==> src/hw/uhim_pkg.sv <==
// Package of register map, field positions and reset values for the interrupt mask and comm-area block.
package uhim_pkg;
  // Byte addresses of the registers, full system address.
  localparam logic [31:0] UHIM_OFS_STATUS = 32'h9010100c;
  localparam logic [31:0] UHIM_OFS_MASK_SET = 32'h90101010;
  localparam logic [31:0] UHIM_OFS_MASK_CLEAR = 32'h90101014;
  localparam logic [31:0] UHIM_OFS_COMM_BASE = 32'h90101018;
  // Field positions of the enable and status layout.
  localparam int UHIM_BIT_MASTER = 31;
  localparam int UHIM_BIT_OWNERSHIP = 30;
  localparam int UHIM_NUM_EVENTS = 7;
  localparam int UHIM_COMM_LSB = 8;
  // Writable bits of the enable register: master, ownership and the seven event enables.
  localparam logic [31:0] UHIM_ENABLE_MASK = 32'hc000007f;
  // Event bits only, master excluded.
  localparam logic [31:0] UHIM_EVENT_MASK = 32'h4000007f;
  // Reset values.
  localparam logic [31:0] UHIM_ENABLE_RESET = 32'h80000000;
  localparam logic [31:0] UHIM_COMM_RESET = 32'h00000000;
  localparam logic [31:0] UHIM_COMM_FIELD = 32'hffffff00;
endpackage

==> src/hw/uhim_regs.sv <==
// APB register bank for interrupt enable set/clear and the comm-area base address.
//
// Operation
// [RL1] Writing one to a mask-clear bit clears the matching enable bit.
// [RL2] Writing zero to a mask-clear bit leaves the enable bit unchanged.
// [RL3] Reading mask-clear returns the live enable register contents.
// [RL4] Layout: master 31, ownership 30, reserved 29..7, events 6..0.
// [RL5] Enables 2..0 gate frame start, done-head writeback, overrun; reset zero.
// [RL6] Master enable reads as set after any reset.
// [RL7] Comm-area base holds read-write address bits 31..8, reset zero.
// [RL8] Comm-area base bits 7..0 always read zero.
// [RL9] Software finds alignment by writing ones and counting low zeros.
// [RL10] Software writes zeros to comm-area base bits 7..0.
// [RL11] Interrupt requested when status, its enable and master enable all set.
// [RL12] Writing one to mask-set sets the enable bit; zero leaves it.
// [RL13] Reserved enable bits read zero and ignore writes.
//
// The APB register port was decided locally.
`timescale 1ns/10ps
`default_nettype none
module uhim_regs
(
  input wire logic pclk,
  input wire logic presetn,
  input wire logic psel,
  input wire logic penable,
  input wire logic pwrite,
  input wire logic [31:0] paddr,
  input wire logic [31:0] pwdata,
  input wire logic [6:0] event_pulse,
  input wire logic ownership_event,
  output logic [31:0] prdata,
  output logic pready,
  output logic pslverr,
  output logic irq,
  output logic [31:0] comm_area_base,
  output logic [31:0] irq_enable
);
  import uhim_pkg::*;

  logic [31:0] enable_ff;
  logic [31:0] nxt_enable;
  logic [31:0] comm_ff;
  logic [31:0] nxt_comm;
  logic [31:0] prdata_ff;
  logic [31:0] nxt_prdata;
  logic pslverr_ff;
  logic nxt_pslverr;
  logic pready_ff;
  logic nxt_pready;
  logic irq_ff;
  logic nxt_irq;
  logic [31:0] status;
  logic [31:0] event_vec;
  logic [31:0] unread_bits;
  logic status_read;
  logic setup;

  // Decodes whether an address hits one of the four registers.
  function automatic logic addr_hit(input logic [31:0] a);
    addr_hit = (a == UHIM_OFS_STATUS) || (a == UHIM_OFS_MASK_SET) ||
               (a == UHIM_OFS_MASK_CLEAR) || (a == UHIM_OFS_COMM_BASE);
  endfunction

  // Setup cycle of a transfer; the slave answers in the following access cycle.
  assign setup = psel && !penable;
  assign status_read = psel && penable && pready_ff && !pwrite && (paddr == UHIM_OFS_STATUS);
  // An event that lands after the read data was captured is re-set by the clear, so it is not lost unseen.
  assign unread_bits = status_read ? (status & ~prdata_ff) : 32'h00000000;
  assign event_vec = {1'b0, ownership_event, 23'h000000, event_pulse} | unread_bits;

  // Sticky event flags; reading the status register clears them.
  uhim_event_status #(.WIDTH(32)) u_status
  (
    .pclk(pclk),
    .presetn(presetn),
    .event_in(event_vec),
    .valid_bits(UHIM_EVENT_MASK),
    .clear_on_read(status_read),
    .status(status)
  );

  // No wait state: pready rises in the first access cycle, keeping read data registered.
  always_comb
  begin
    nxt_pready = setup;
    nxt_pslverr = setup && !addr_hit(paddr);
    nxt_prdata = 32'h00000000;
    if (setup && !pwrite)
    begin
      unique case (paddr)
        UHIM_OFS_STATUS: nxt_prdata = status;
        UHIM_OFS_MASK_SET: nxt_prdata = enable_ff & UHIM_ENABLE_MASK; // RL13
        UHIM_OFS_MASK_CLEAR: nxt_prdata = enable_ff & UHIM_ENABLE_MASK; // RL3
        UHIM_OFS_COMM_BASE: nxt_prdata = comm_ff & UHIM_COMM_FIELD; // RL8
        default: nxt_prdata = 32'h00000000;
      endcase
    end
  end

  // Write side effects take place only at the completing edge of the access phase.
  always_comb
  begin
    nxt_enable = enable_ff;
    nxt_comm = comm_ff;
    if (psel && penable && pready_ff && pwrite)
    begin
      unique case (paddr)
        UHIM_OFS_MASK_SET: nxt_enable = enable_ff | (pwdata & UHIM_ENABLE_MASK); // RL12
        UHIM_OFS_MASK_CLEAR: nxt_enable = enable_ff & ~(pwdata & UHIM_ENABLE_MASK); // RL1 RL2
        UHIM_OFS_COMM_BASE: nxt_comm = pwdata & UHIM_COMM_FIELD; // RL7
        default: nxt_enable = enable_ff;
      endcase
    end
    nxt_enable = nxt_enable & UHIM_ENABLE_MASK; // RL4 RL13
  end

  // A pending unmasked event raises the interrupt only while the master enable is set.
  always_comb
  begin
    nxt_irq = enable_ff[UHIM_BIT_MASTER] && |(status & enable_ff & UHIM_EVENT_MASK); // RL11
  end

  // Register bank state; master enable starts set, event enables start clear.
  always_ff @(posedge pclk or negedge presetn)
  begin
    if (!presetn)
    begin
      enable_ff <= UHIM_ENABLE_RESET; // RL5 RL6
      comm_ff <= UHIM_COMM_RESET;
      prdata_ff <= 32'h00000000;
      pslverr_ff <= 1'b0;
      pready_ff <= 1'b0;
      irq_ff <= 1'b0;
    end
    else
    begin
      enable_ff <= nxt_enable;
      comm_ff <= nxt_comm;
      prdata_ff <= nxt_prdata;
      pslverr_ff <= nxt_pslverr;
      pready_ff <= nxt_pready;
      irq_ff <= nxt_irq;
    end
  end

  // Outputs straight from flip-flops.
  assign prdata = prdata_ff;
  assign pready = pready_ff;
  assign pslverr = pslverr_ff;
  assign irq = irq_ff;
  assign comm_area_base = comm_ff;
  assign irq_enable = enable_ff;
endmodule
`default_nettype wire

==> src/hw/uhim_event_status.sv <==
// Sticky event status bits, cleared by a read, with the set winning over the clear.
`timescale 1ns/10ps
`default_nettype none
module uhim_event_status
#(
  parameter int WIDTH = 32
)
(
  input wire logic pclk,
  input wire logic presetn,
  input wire logic [WIDTH-1:0] event_in,
  input wire logic [WIDTH-1:0] valid_bits,
  input wire logic clear_on_read,
  output logic [WIDTH-1:0] status
);
  logic [WIDTH-1:0] status_ff;
  logic [WIDTH-1:0] nxt_status;

  // An event in the clearing cycle survives, so no event is lost to a read.
  always_comb
  begin
    nxt_status = clear_on_read ? '0 : status_ff;
    nxt_status = (nxt_status | event_in) & valid_bits;
  end

  // Register the status.
  always_ff @(posedge pclk or negedge presetn)
  begin
    if (!presetn)
      status_ff <= '0;
    else
      status_ff <= nxt_status;
  end

  assign status = status_ff;
endmodule
`default_nettype wire

==> config.mk <==
export PLATFORM = sky130hd
export DESIGN_NAME = uhim_regs
export DESIGN_NICKNAME = d
export VERILOG_FILES = /design/src/hw/uhim_pkg.sv /design/src/hw/uhim_regs.sv /design/src/hw/uhim_event_status.sv
export SDC_FILE = /design/constraint.sdc
export NUM_CORES = 1
export LEC_CHECK = 0
export BUFFER_PORTS_ARGS = -buffer_cell sky130_fd_sc_hd__buf_2
export CAP_MARGIN = 25
export CORE_MARGIN = 4
export CORE_UTILIZATION = 35
export DETAILED_ROUTE_END_ITERATION = 8
export PLACE_DENSITY_LB_ADDON = 0.12
export SYNTH_ARGS = -nofsm -noshare
export SYNTH_HDL_FRONTEND = slang
export SYNTH_SLANG_ARGS = --single-unit
==> constraint.sdc <==
create_clock -name pclk -period 2.4 [get_ports pclk]
set_input_delay 0.48 -clock pclk [delete_from_list [all_inputs] [get_ports pclk]]
set_output_delay 0.48 -clock pclk [all_outputs]
set_load 0.02 [all_outputs]
Word level (Yosys, flattened, before mapping)
Cells that the tools add are included.
{ "classes": {"n_reduce_logical": 20, "muxes": 5, "bitwise_logic": 8, "eq_ne": 4} }
{ "op_table": {"columns": ["cell", "n"], "rows": [
  ["$eq A32 B32 Y1 const B", 4],
  ["$pmux W32 S3", 1],
  ["$pmux W32 S2", 1],
  ["$and A31 B31 Y31", 2],
  ["$mux W31", 2],
  ["$or A31 B31 Y31", 2],
  ["$and A32 B32 Y32", 1],
  ["$mux W32", 1],
  ["$not A32 Y32", 1],
  ["$or A32 B32 Y32", 1],
  ["$not A31 Y31", 1],
  ["$logic_and A1 B1 Y1", 9],
  ["$reduce_or A8 Y1", 1],
  ["$reduce_and A2 Y1", 2],
  ["$logic_not A1 Y1", 3],
  ["$logic_or A1 B1 Y1", 3],
  ["$reduce_bool A2 Y1", 1],
  ["$reduce_or A2 Y1", 1]
]} }
{ "totals": {"elab_cells": 44, "ff_bits": 76} }

Longest topological paths before layout
Gate-level depths: netlist of the first run.
{ "depth": {"depth_word": 7, "mapped_depth": 6, "depth_no_buf": 4} }

By module
From an unflattened synthesis of the first run, not the netlist that was laid out.
{ "hier_totals": {"cells_unflattened": 416, "area_unflattened_um2": 4898.4} }
{ "by_module_without_submodules": {"columns": ["mod", "cells_each", "seq_area_each_um2", "area_per_inst_um2", "n_inst"], "rows": [
  ["uhim_regs", 317, 1702.9, 3642.2, 1],
  ["uhim_event_status", 99, 800.8, 1256.2, 1]
]} }

Worst setup path before layout of the first run
No wires, ideal clock.
{ "synth_path": {"kind": "input port to flip-flop", "startpoint": "input port paddr[15]", "endpoint": "register comm_ff[11] (netlist: comm_area_base[11])", "setup_time_ns": 0.125, "arrival_ns": 1.924, "path_buffers": 1, "stages": 5, "required_ns": 2.275, "path_slack_ns": 0.351, "path_cell_list": "nor4_2 -> nand4_2 -> nor4_4 -> buf_8 -> mux2_4"} }
{ "synth_via": {"elab_chain_len": 2} }
{ "synth_lines": {"columns": ["item", "line", "source"], "rows": [
  ["start, declared", "uhim_regs.sv:28", "input wire logic [31:0] paddr,"],
  ["$eq A32 B32 Y1", "uhim_regs.sv:108", "unique case (paddr)"],
  ["$reduce_and A2 Y1 (no line)", null, null],
  ["end signal, assigned", "uhim_regs.sv:139", "comm_ff <= nxt_comm;"],
  ["end, declared", "uhim_regs.sv:43", "logic [31:0] comm_ff;"]
]} }
Every way passes these cells.
A chain may end at the register's enable or synchronous reset.

Final worst setup path of the first run
{ "layout_path": {"startpoint": "input port paddr[18]", "endpoint": "register comm_ff[9] (netlist: comm_area_base[9])"} }
Same word-level chain as after synthesis.

==> impl_summary.txt, run 1 <==
----------------------------------------------------
[Finish]
  Fraction of layout cells with a size suffix above 1 ... 47.5%
  Count of antenna diodes in the layout ... 0
  Total area of multi-input combinational cells ... 0.00137 sq mm
  Number of nets in the layout ... 498
  Total area of sequential cells ... 0.00188 sq mm
  Synthesis-to-layout area growth ... 27.1%
  Layout filler cell count ... 944

[CTS]
  Post-CTS Hold Buffers ... 0
  Reg clk slew, reported paths ... 0.08 ns
  TritonCTS clock tree ... built
  Deepest level of the CTS H-tree ... 3
  Number of buffers inserted during clock tree synthesis ... 9
  Clk sink count ... 75
  CTS max path bufs ... 2
  Source-to-sink clock delay at the later pin of the worst-skew pair ... 0.34 ns
  Clk root buf ... sky130_fd_sc_hd__clkbuf_8
  Number of resized instances in the post-cts repair step ... 0
  Post-CTS Repair Setup Buffers ... 0

[STA]
  Final clock period utilization by the worst path ... 79.8%
  Setup repair after global routing missed its margin ... no
  Transition time at the pin with the least slew margin ... 0.529 ns
  Period minus WS final ... 1.92 ns
  Final hold slack ... 0.119 ns
  Final hold viol count ... 0
  Sum of negative setup slack ... 0 ns
  Max Clock Skew ... 0.00616 ns
  Endpoints failing setup ... 0
  Final Max Tran Viols ... 0
  Remaining max-slew budget at the tightest pin ... 64.7%
  F_max ... 0.522 GHz

[Synthesis]
  Share of the synthesized area in compound gates (AO/OA/AOI/OAI) ... 8.86%
  Share of synthesized area occupied by flip-flops and latches ... 53.6%
  Number of synthesized flops with an enable pin ... 0
  Mux share of post-synthesis cell area ... 10.2%
  Most common cell in the netlist ... sky130_fd_sc_hd__dfrtp_1
  Adder-cell share of the synthesized area ... 0%
  Share of Yosys cell area claimed by the top area cell type ... 52.9%
  Leading post-synthesis cells by cell area ... sky130_fd_sc_hd__dfrtp_1 (53%), sky130_fd_sc_hd__mux2_4 (8.6%), sky130_fd_sc_hd__buf_4 (7.1%)
  Avg Inst Size Synth ... 12.5 sq um
  Ranking of synthesized cells by instance count ... sky130_fd_sc_hd__dfrtp_1 (74), sky130_fd_sc_hd__buf_4 (33), sky130_fd_sc_hd__and3_1 (24)
  Synthesized-area fraction occupied by xor and xnor cells ... 0%
  FF+latch count, synth ... 75
  Ys async rst share ... 100%
  Synthesized instance count ... 280
  Number of unique standard cell types used by synthesis ... 38
  Most used DFF post-synth ... sky130_fd_sc_hd__dfrtp_1
  Yosys warning count ... 0
  Cell taking the most area after synthesis ... sky130_fd_sc_hd__dfrtp_1
  Area of the mapped netlist ... 0.00350 sq mm
  Main combinational cell family by area after synthesis ... simple AND/OR/NAND/NOR gates
  Area fraction in and, or, nand and nor cells after synthesis ... 16.7%

[Critical path]
  Required time reported for the critical path endpoint ... 2.63 ns
  Delay of the slowest cell on the worst path ... 0.38 ns
  Crit path arrival time ... 2.14 ns
  Launching element type of the critical path ... input pin
  Critical Path Sink Type ... flop
  Slowest stage cell on the critical path ... sky130_fd_sc_hd__nor4_4
  Largest driver fanout on the critical path ... 23
  Worst Setup Path Type ... in -> reg
  Series of cell instances along the critical path ... buf_2, nor4b_1, nand4_1, nor4_4, buf_12, mux2_2

[Power]
  Static leakage ... 0.00238 uW
  Power consumption ... 2410 uW
  Largest vdd supply drop ... 0.000304 V
  Ratio of total power to cell area ... 542 mW/mm^2

[Floorplan]
  Area of the core ... 0.00977 sq mm
  Vert. Die Dim ... 108 um
  FP Rows ... 36
  Die Area ... 0.0117 sq mm
  I/O pin total ... 176
  Effective utilization at floorplan ... 35.8%
  Width of the die ... 108 um

[Detailed routing]
  Number of routed nets with antenna violations ... 0
  Total DRC errors in the routed layout ... 0
  Iteration-0 DRC count of the detailed router ... 82
  Total number of vias ... 2623
  Average routed wire per standard cell ... 16.5 um
  Routed via count divided by cell count ... 4.70
  Total wire length after detailed routing ... 9190 um
  Number of iterations in the first detailed-routing pass ... 4

[Place]
  I/O Buffers ... 142
  Final weighted congestion in routability-driven placement ... 0.778
  HPWL after detailed placement ... 6530 um

[Global routing]
  Initial antenna violation count ... 0
  Global Route Usage Sum ... 15.5%
  Via count of the first global-routing pass ... 2599
  Leftover overflow at the end of global routing ... 0
  First-pass GRT wire length ... 14000 um
  Maximum number of pins on one net before global-route repair ... 41

[Run]
  Number of violations of the max-capacitance limit ... 0

[Outcome]
  Result of the run ... finished clean

[Min path]
  Path class of the lowest-slack min-delay path ... in -> async

----------------------------------------------------
[stage by stage]
stage,setup WS (ns),utilization [%],cell area (sq um),std cells
final,0.485,45.5,4450,558
after global routing,0.412,45.5,4450,558
after CTS,0.492,45.5,4450,558
after detailed placement,0.112,43.6,4260,543
after global placement,0.140,43.6,4260,543
after floorplan,0.351,-,3620,311
[layout make-up]
class | instances | area share [%]
well taps | 133 | 3.74
clock inverters | 6 | 1.49
clock buffers | 9 | 2.78
repair buffers | 153 | 18.7
multi-input cells | 179 | 30.8
flip-flops and latches | 75 | 42.2
inverters | 3 | 0.253
[cells in the final DEF (no fill, tap or decap), types with 2 or more instances in the layout]
| cell type | n |
|---|---|
| sky130_fd_sc_hd__clkinvlp_4 | 3 |
| sky130_fd_sc_hd__nand2b_1 | 9 |
| sky130_fd_sc_hd__and3_1 | 24 |
| sky130_fd_sc_hd__buf_4 | 9 |
| sky130_fd_sc_hd__nand2_1 | 3 |
| sky130_fd_sc_hd__nor2b_1 | 2 |
| sky130_fd_sc_hd__nor2_1 | 10 |
| sky130_fd_sc_hd__mux2_4 | 20 |
| sky130_fd_sc_hd__nor3_1 | 2 |
| sky130_fd_sc_hd__dfrtp_1 | 74 |
| sky130_fd_sc_hd__buf_2 | 141 |
| sky130_fd_sc_hd__o41ai_1 | 8 |
| sky130_fd_sc_hd__conb_1 | 32 |
| sky130_fd_sc_hd__nor4b_2 | 2 |
| sky130_fd_sc_hd__buf_12 | 3 |
| sky130_fd_sc_hd__a22oi_1 | 12 |
| sky130_fd_sc_hd__nand4b_1 | 8 |
| sky130_fd_sc_hd__o31ai_1 | 16 |
| sky130_fd_sc_hd__nor4_4 | 3 |
| sky130_fd_sc_hd__clkbuf_8 | 9 |
| sky130_fd_sc_hd__nand4_1 | 10 |
| sky130_fd_sc_hd__inv_1 | 3 |
| sky130_fd_sc_hd__mux2_2 | 4 |
[cells by family after synthesis]
group / after synthesis
DFF: 75
buffers and inverters: 57
AOI/OAI and AO/OA: 40
and+or+nand+nor: 82
muxes: 25
other: 1
[routing by layer]
metal / routed length, um / up-vias / track usage, %
li1: - / 1237 / -
met1: 3980 / 1269 / 19.6
met2: 4420 / 110 / 25.8
met3: 706 / 7 / 5.49
met4: 84 / 0 / 3.61
met5: 0 / - / 0
[worst max-delay path: cells and delay by family]
family / cells / cell delay [ns]
buffers and inverters: 2 / 0.35
multiplexers: 1 / 0.36
AND/OR/NAND/NOR: 3 / 0.94
[report_power, final]
group          leakage [uW]  total [uW]  switching [uW]  internal, uW
logic               0.00129         198             129          68.9
clock network     0.0000877         948             472           476
registers           0.00100        1260           0.506          1260
total               0.00238        2410             601          1810
[worst paths after layout]
kind                            slack, ns                             end  cells past startpoint                     startpoint
worst max register to register       0.73   comm_area_base[9]$_DFFE_PN0P_                      5               pready$_DFF_PN0_
min in group pclk                    0.33   u_status.status[30]$_DFF_PN0_                      2                ownership_event
worst min register to register       0.52             prdata[9]$_DFF_PN0_                      1  comm_area_base[9]$_DFFE_PN0P_
max in group asynchronous            1.69                       async pin                      2                        presetn
worst min-delay path                 0.12  comm_area_base[28]$_DFFE_PN0P_                      1                        presetn
worst max-delay path                 0.48   comm_area_base[9]$_DFFE_PN0P_                      6                      paddr[18]
Power figures use the tool's default switching activity.
==> run 2, diff against run 1 <==
--- a/config.mk
+++ b/config.mk
@@ -5,6 +5,7 @@
 export SDC_FILE = /design/constraint.sdc
 export NUM_CORES = 1
 export LEC_CHECK = 0
+export ABC_AREA = 1
 export BUFFER_PORTS_ARGS = -buffer_cell sky130_fd_sc_hd__buf_2
 export CAP_MARGIN = 25
 export CORE_MARGIN = 4
==> constraint.sdc (replaced) <==
create_clock -name pclk -period 1.8 [get_ports pclk]
set_input_delay 0.36 -clock pclk [delete_from_list [all_inputs] [get_ports pclk]]
set_output_delay 0.36 -clock pclk [all_outputs]
set_load 0.02 [all_outputs]
==> run 2 against run 1 <==
Global-route usage up 0.38 points; largest power group unchanged; power up 42%; worst setup slack worse by 0.099 ns; combinational power up 24%; via count up 18%; die area up 2.4%; sequential share of layout area down 2.0 points; sequential power up 34%; largest cell class unchanged; highest routed layer unchanged.
==> impl_summary.txt, run 2 <==
----------------------------------------------------
[Synthesis]
  Most common cell in the netlist ... sky130_fd_sc_hd__nand2_1 (was sky130_fd_sc_hd__dfrtp_1)
  Share of synthesized area occupied by flip-flops and latches ... 52.3% (was 53.6%)
  FF+latch count, synth ... 75 (unchanged)
  Most used DFF post-synth ... sky130_fd_sc_hd__dfrtp_1 (unchanged)
  Avg Inst Size Synth ... 8.24 sq um (was 12.5 sq um)
  Share of Yosys cell area claimed by the top area cell type ... 51.5% (was 52.9%)
  Synthesized instance count ... 436 (was 280)
  Yosys warning count ... 0 (unchanged)
  Ranking of synthesized cells by instance count ... sky130_fd_sc_hd__nand2_1 (82), sky130_fd_sc_hd__dfrtp_1 (74), sky130_fd_sc_hd__inv_1 (72) (was sky130_fd_sc_hd__dfrtp_1 (74), sky130_fd_sc_hd__buf_4 (33), sky130_fd_sc_hd__and3_1 (24))
  Cell taking the most area after synthesis ... sky130_fd_sc_hd__dfrtp_1 (unchanged)
  Leading post-synthesis cells by cell area ... sky130_fd_sc_hd__dfrtp_1 (52%), sky130_fd_sc_hd__nand2_1 (8.6%), sky130_fd_sc_hd__inv_1 (7.5%) (was sky130_fd_sc_hd__dfrtp_1 (53%), sky130_fd_sc_hd__mux2_4 (8.6%), sky130_fd_sc_hd__buf_4 (7.1%))
  Ys async rst share ... 100% (unchanged)
  Area of the mapped netlist ... 0.00359 sq mm (was 0.00350 sq mm)
  Number of unique standard cell types used by synthesis ... 26 (was 38)
  Number of synthesized flops with an enable pin ... 0 (unchanged)

[CTS]
  Number of buffers inserted during clock tree synthesis ... 9 (unchanged)
  Deepest level of the CTS H-tree ... 3 (unchanged)
  Source-to-sink clock delay at the later pin of the worst-skew pair ... 0.35 ns (was 0.34 ns)
  Clk sink count ... 75 (unchanged)
  Reg clk slew, reported paths ... 0.08 ns (about the same)
  Clk root buf ... sky130_fd_sc_hd__clkbuf_8 (unchanged)
  TritonCTS clock tree ... built (unchanged)
  CTS max path bufs ... 2 (unchanged)
  Post-CTS Repair Setup Buffers ... 0 (unchanged)

[STA]
  Final hold viol count ... 0 (unchanged)
  F_max ... 0.707 GHz
  Setup repair after global routing missed its margin ... no (unchanged)
  Max Clock Skew ... 0.0109 ns (was 0.00616 ns)
  Final clock period utilization by the worst path ... 78.6%
  Endpoints failing setup ... 0 (unchanged)
  Period minus WS final ... 1.41 ns
  Final Max Tran Viols ... 0 (unchanged)
  Sum of negative setup slack ... 0 ns (unchanged)

[Finish]
  Cell area after layout ... 0.00467 sq mm (was 0.00445 sq mm)
  Synthesis-to-layout area growth ... 30.0% (was 27.1%)
  Most common cell after layout, fill and taps aside ... sky130_fd_sc_hd__buf_2 (unchanged)
  Layout filler cell count ... 997 (was 944)
  Leading cell types in the layout, fill and taps excluded ... sky130_fd_sc_hd__buf_2 (141), sky130_fd_sc_hd__nand2_1 (82), sky130_fd_sc_hd__dfrtp_1 (74), sky130_fd_sc_hd__inv_1 (72), sky130_fd_sc_hd__nor2_1 (63) (was sky130_fd_sc_hd__buf_2 (141), sky130_fd_sc_hd__dfrtp_1 (74), sky130_fd_sc_hd__conb_1 (32), sky130_fd_sc_hd__and3_1 (24), sky130_fd_sc_hd__mux2_4 (20))
  Fraction of layout cells with a size suffix above 1 ... 31.4% (was 47.5%)
  Number of nets in the layout ... 671 (was 498)
  Count of antenna diodes in the layout ... 0 (unchanged)
  Final cell count without fillers ... 732 (was 558)

[Power]
  Static leakage ... 0.00266 uW (was 0.00238 uW)
  Ratio of total power to cell area ... 735 mW/mm^2 (was 542 mW/mm^2)
  Largest vdd supply drop ... 0.000484 V (was 0.000304 V)

[Critical path]
  Slowest stage cell on the critical path ... sky130_fd_sc_hd__dfstp_2 (was sky130_fd_sc_hd__nor4_4)
  Series of cell instances along the critical path ... buf_2 (was buf_2, nor4b_1, nand4_1, nor4_4, buf_12, mux2_2)
  Kind of cell adding the most delay to the critical path ... flip-flops (was simple AND/OR/NAND/NOR gates)
  Critical Path Sink Type ... output port (was flop)
  Required time reported for the critical path endpoint ... 1.44 ns (was 2.63 ns)
  Worst Setup Path Type ... reg -> out (was in -> reg)
  Launching element type of the critical path ... flop (was input pin)
  Crit path arrival time ... 1.05 ns (was 2.14 ns)
  Worst path buffer plus inverter count ... 1 (was 2)
  Largest driver fanout on the critical path ... 3 (was 23)
  Delay of the slowest cell on the worst path ... 0.54 ns (was 0.38 ns)

[Detailed routing]
  Number of routed nets with antenna violations ... 0 (unchanged)
  Routed via count divided by cell count ... 4.22 (was 4.70)
  Average routed wire per standard cell ... 12.7 um (was 16.5 um)
  Total wire length after detailed routing ... 9270 um (was 9190 um)
  Total number of vias ... 3092 (was 2623)
  Total DRC errors in the routed layout ... 0 (unchanged)
  Number of iterations in the first detailed-routing pass ... 4 (unchanged)
  Iteration-0 DRC count of the detailed router ... 122 (was 82)

[Global routing]
  Initial antenna violation count ... 0 (unchanged)
  Via count of the first global-routing pass ... 3094 (was 2599)
  Leftover overflow at the end of global routing ... 0 (unchanged)
  First-pass GRT wire length ... 14800 um (was 14000 um)
  Global Route Usage Sum ... 15.9% (was 15.5%)
  Maximum number of pins on one net before global-route repair ... 41 (unchanged)

[Floorplan]
  Width of the die ... 109 um (was 108 um)
  Die Area ... 0.0120 sq mm (was 0.0117 sq mm)
  Vert. Die Dim ... 109 um (was 108 um)
  I/O pin total ... 176 (unchanged)
  FP Rows ... 36 (unchanged)
  Area of the core ... 0.00986 sq mm (was 0.00977 sq mm)
  Effective utilization at floorplan ... 36.4% (was 35.8%)

[Place]
  Final weighted congestion in routability-driven placement ... 0.771 (was 0.778)
  HPWL after detailed placement ... 7200 um (was 6530 um)
  Cell count after placement ... 715 (was 543)
  Area post-placement ... 0.00443 sq mm (was 0.00426 sq mm)
  I/O Buffers ... 142 (unchanged)

[Run]
  Number of violations of the max-capacitance limit ... 0 (unchanged)

[Outcome]
  Result of the run ... finished clean (unchanged)

[Min path]
  Path class of the lowest-slack min-delay path ... in -> reg (was in -> async)

----------------------------------------------------
## run 2: cell types whose count changed in the layout (fill, tap and decap cells not counted), moves of 16 or more
cell / before / now
sky130_fd_sc_hd__and3_1: 24 / 0
sky130_fd_sc_hd__nand3_1: 0 / 24
sky130_fd_sc_hd__mux2_4: 20 / 0
sky130_fd_sc_hd__nor3_1: 2 / 23
sky130_fd_sc_hd__nor2_1: 10 / 63
sky130_fd_sc_hd__inv_1: 3 / 72
sky130_fd_sc_hd__o31ai_1: 16 / 0
sky130_fd_sc_hd__nand2_1: 3 / 82
## run 2: metrics by stage
step                      util (%)  setup WS, ns  power, uW  hold WS [ns]
after CTS                     47.3         0.361       3490         0.187
after floorplan                  -         0.297       1870        0.0644
after global placement        44.9         0.118       1960         0.251
final                         47.3         0.385       3430         0.205
after global routing          47.3         0.263       3590         0.193
after detailed placement      44.9        0.0646       1970         0.250
## run 2: where the power goes
part,switching (uW),leakage [uW],internal (uW)
clock network,665,0.000115,835
registers,1.29,0.000839,1690
logic,162,0.00171,84.4
total,828,0.00266,2610
## run 2: layer usage
layer,part of all wire (%),track usage [%]
met2,49,26.7
met1,41,19.4
met3,8.9,6.05
met5,0,0
met4,1.1,3.92
## run 2: layout make-up
type | instances | area (sq um) | area share, %
Tap cell | 133 | 166 | 3.56
Sequential cell | 75 | 1880 | 40.2
Clock buffer | 10 | 138 | 2.95
Clock inverter | 6 | 96.3 | 2.06
Inverter | 72 | 270 | 5.79
Timing Repair Buffer | 158 | 873 | 18.7
Multi-Input combinational cell | 278 | 1250 | 26.7
## run 2: path summary, 6_finish.rpt
| check | from | end | slack, ns | cells past startpoint |
|---|---|---|---|---|
| max | flop | irq_enable[31] | 0.39 | 1 |
| min | event_pulse[4] | u_status.status[4]$_DFF_PN0_ | 0.21 | 2 |
| min reg2reg | u_status.status[1]$_DFF_PN0_ | u_status.status[1]$_DFF_PN0_ | 0.51 | 2 |
| min in group asynchronous | presetn | prdata[25]$_DFF_PN0_ | 0.42 | 2 |
| max in group asynchronous | presetn | comm_area_base[24]$_DFFE_PN0P_ | 0.84 | 3 |
| max reg2reg | pready$_DFF_PN0_ | comm_area_base[10]$_DFFE_PN0P_ | 0.59 | 6 |
## run 2: timing repair
item / 4_1_cts / 5_1_grt
resized for setup: 0 / 0
hold buffers: 1 / 0
hold endpoints to repair: 15 / 0
## run 2: cells by family (layout without fill, tap and decap cells)
family / count (synthesis) / count (layout) / synth area share, %
buf+inv: 114 / 246 / 16.2
other cells: 1 / 32 / 0.104
compound gates: 29 / 29 / 4.21
flops: 75 / 75 / 52.3
simple gates: 217 / 217 / 27.2
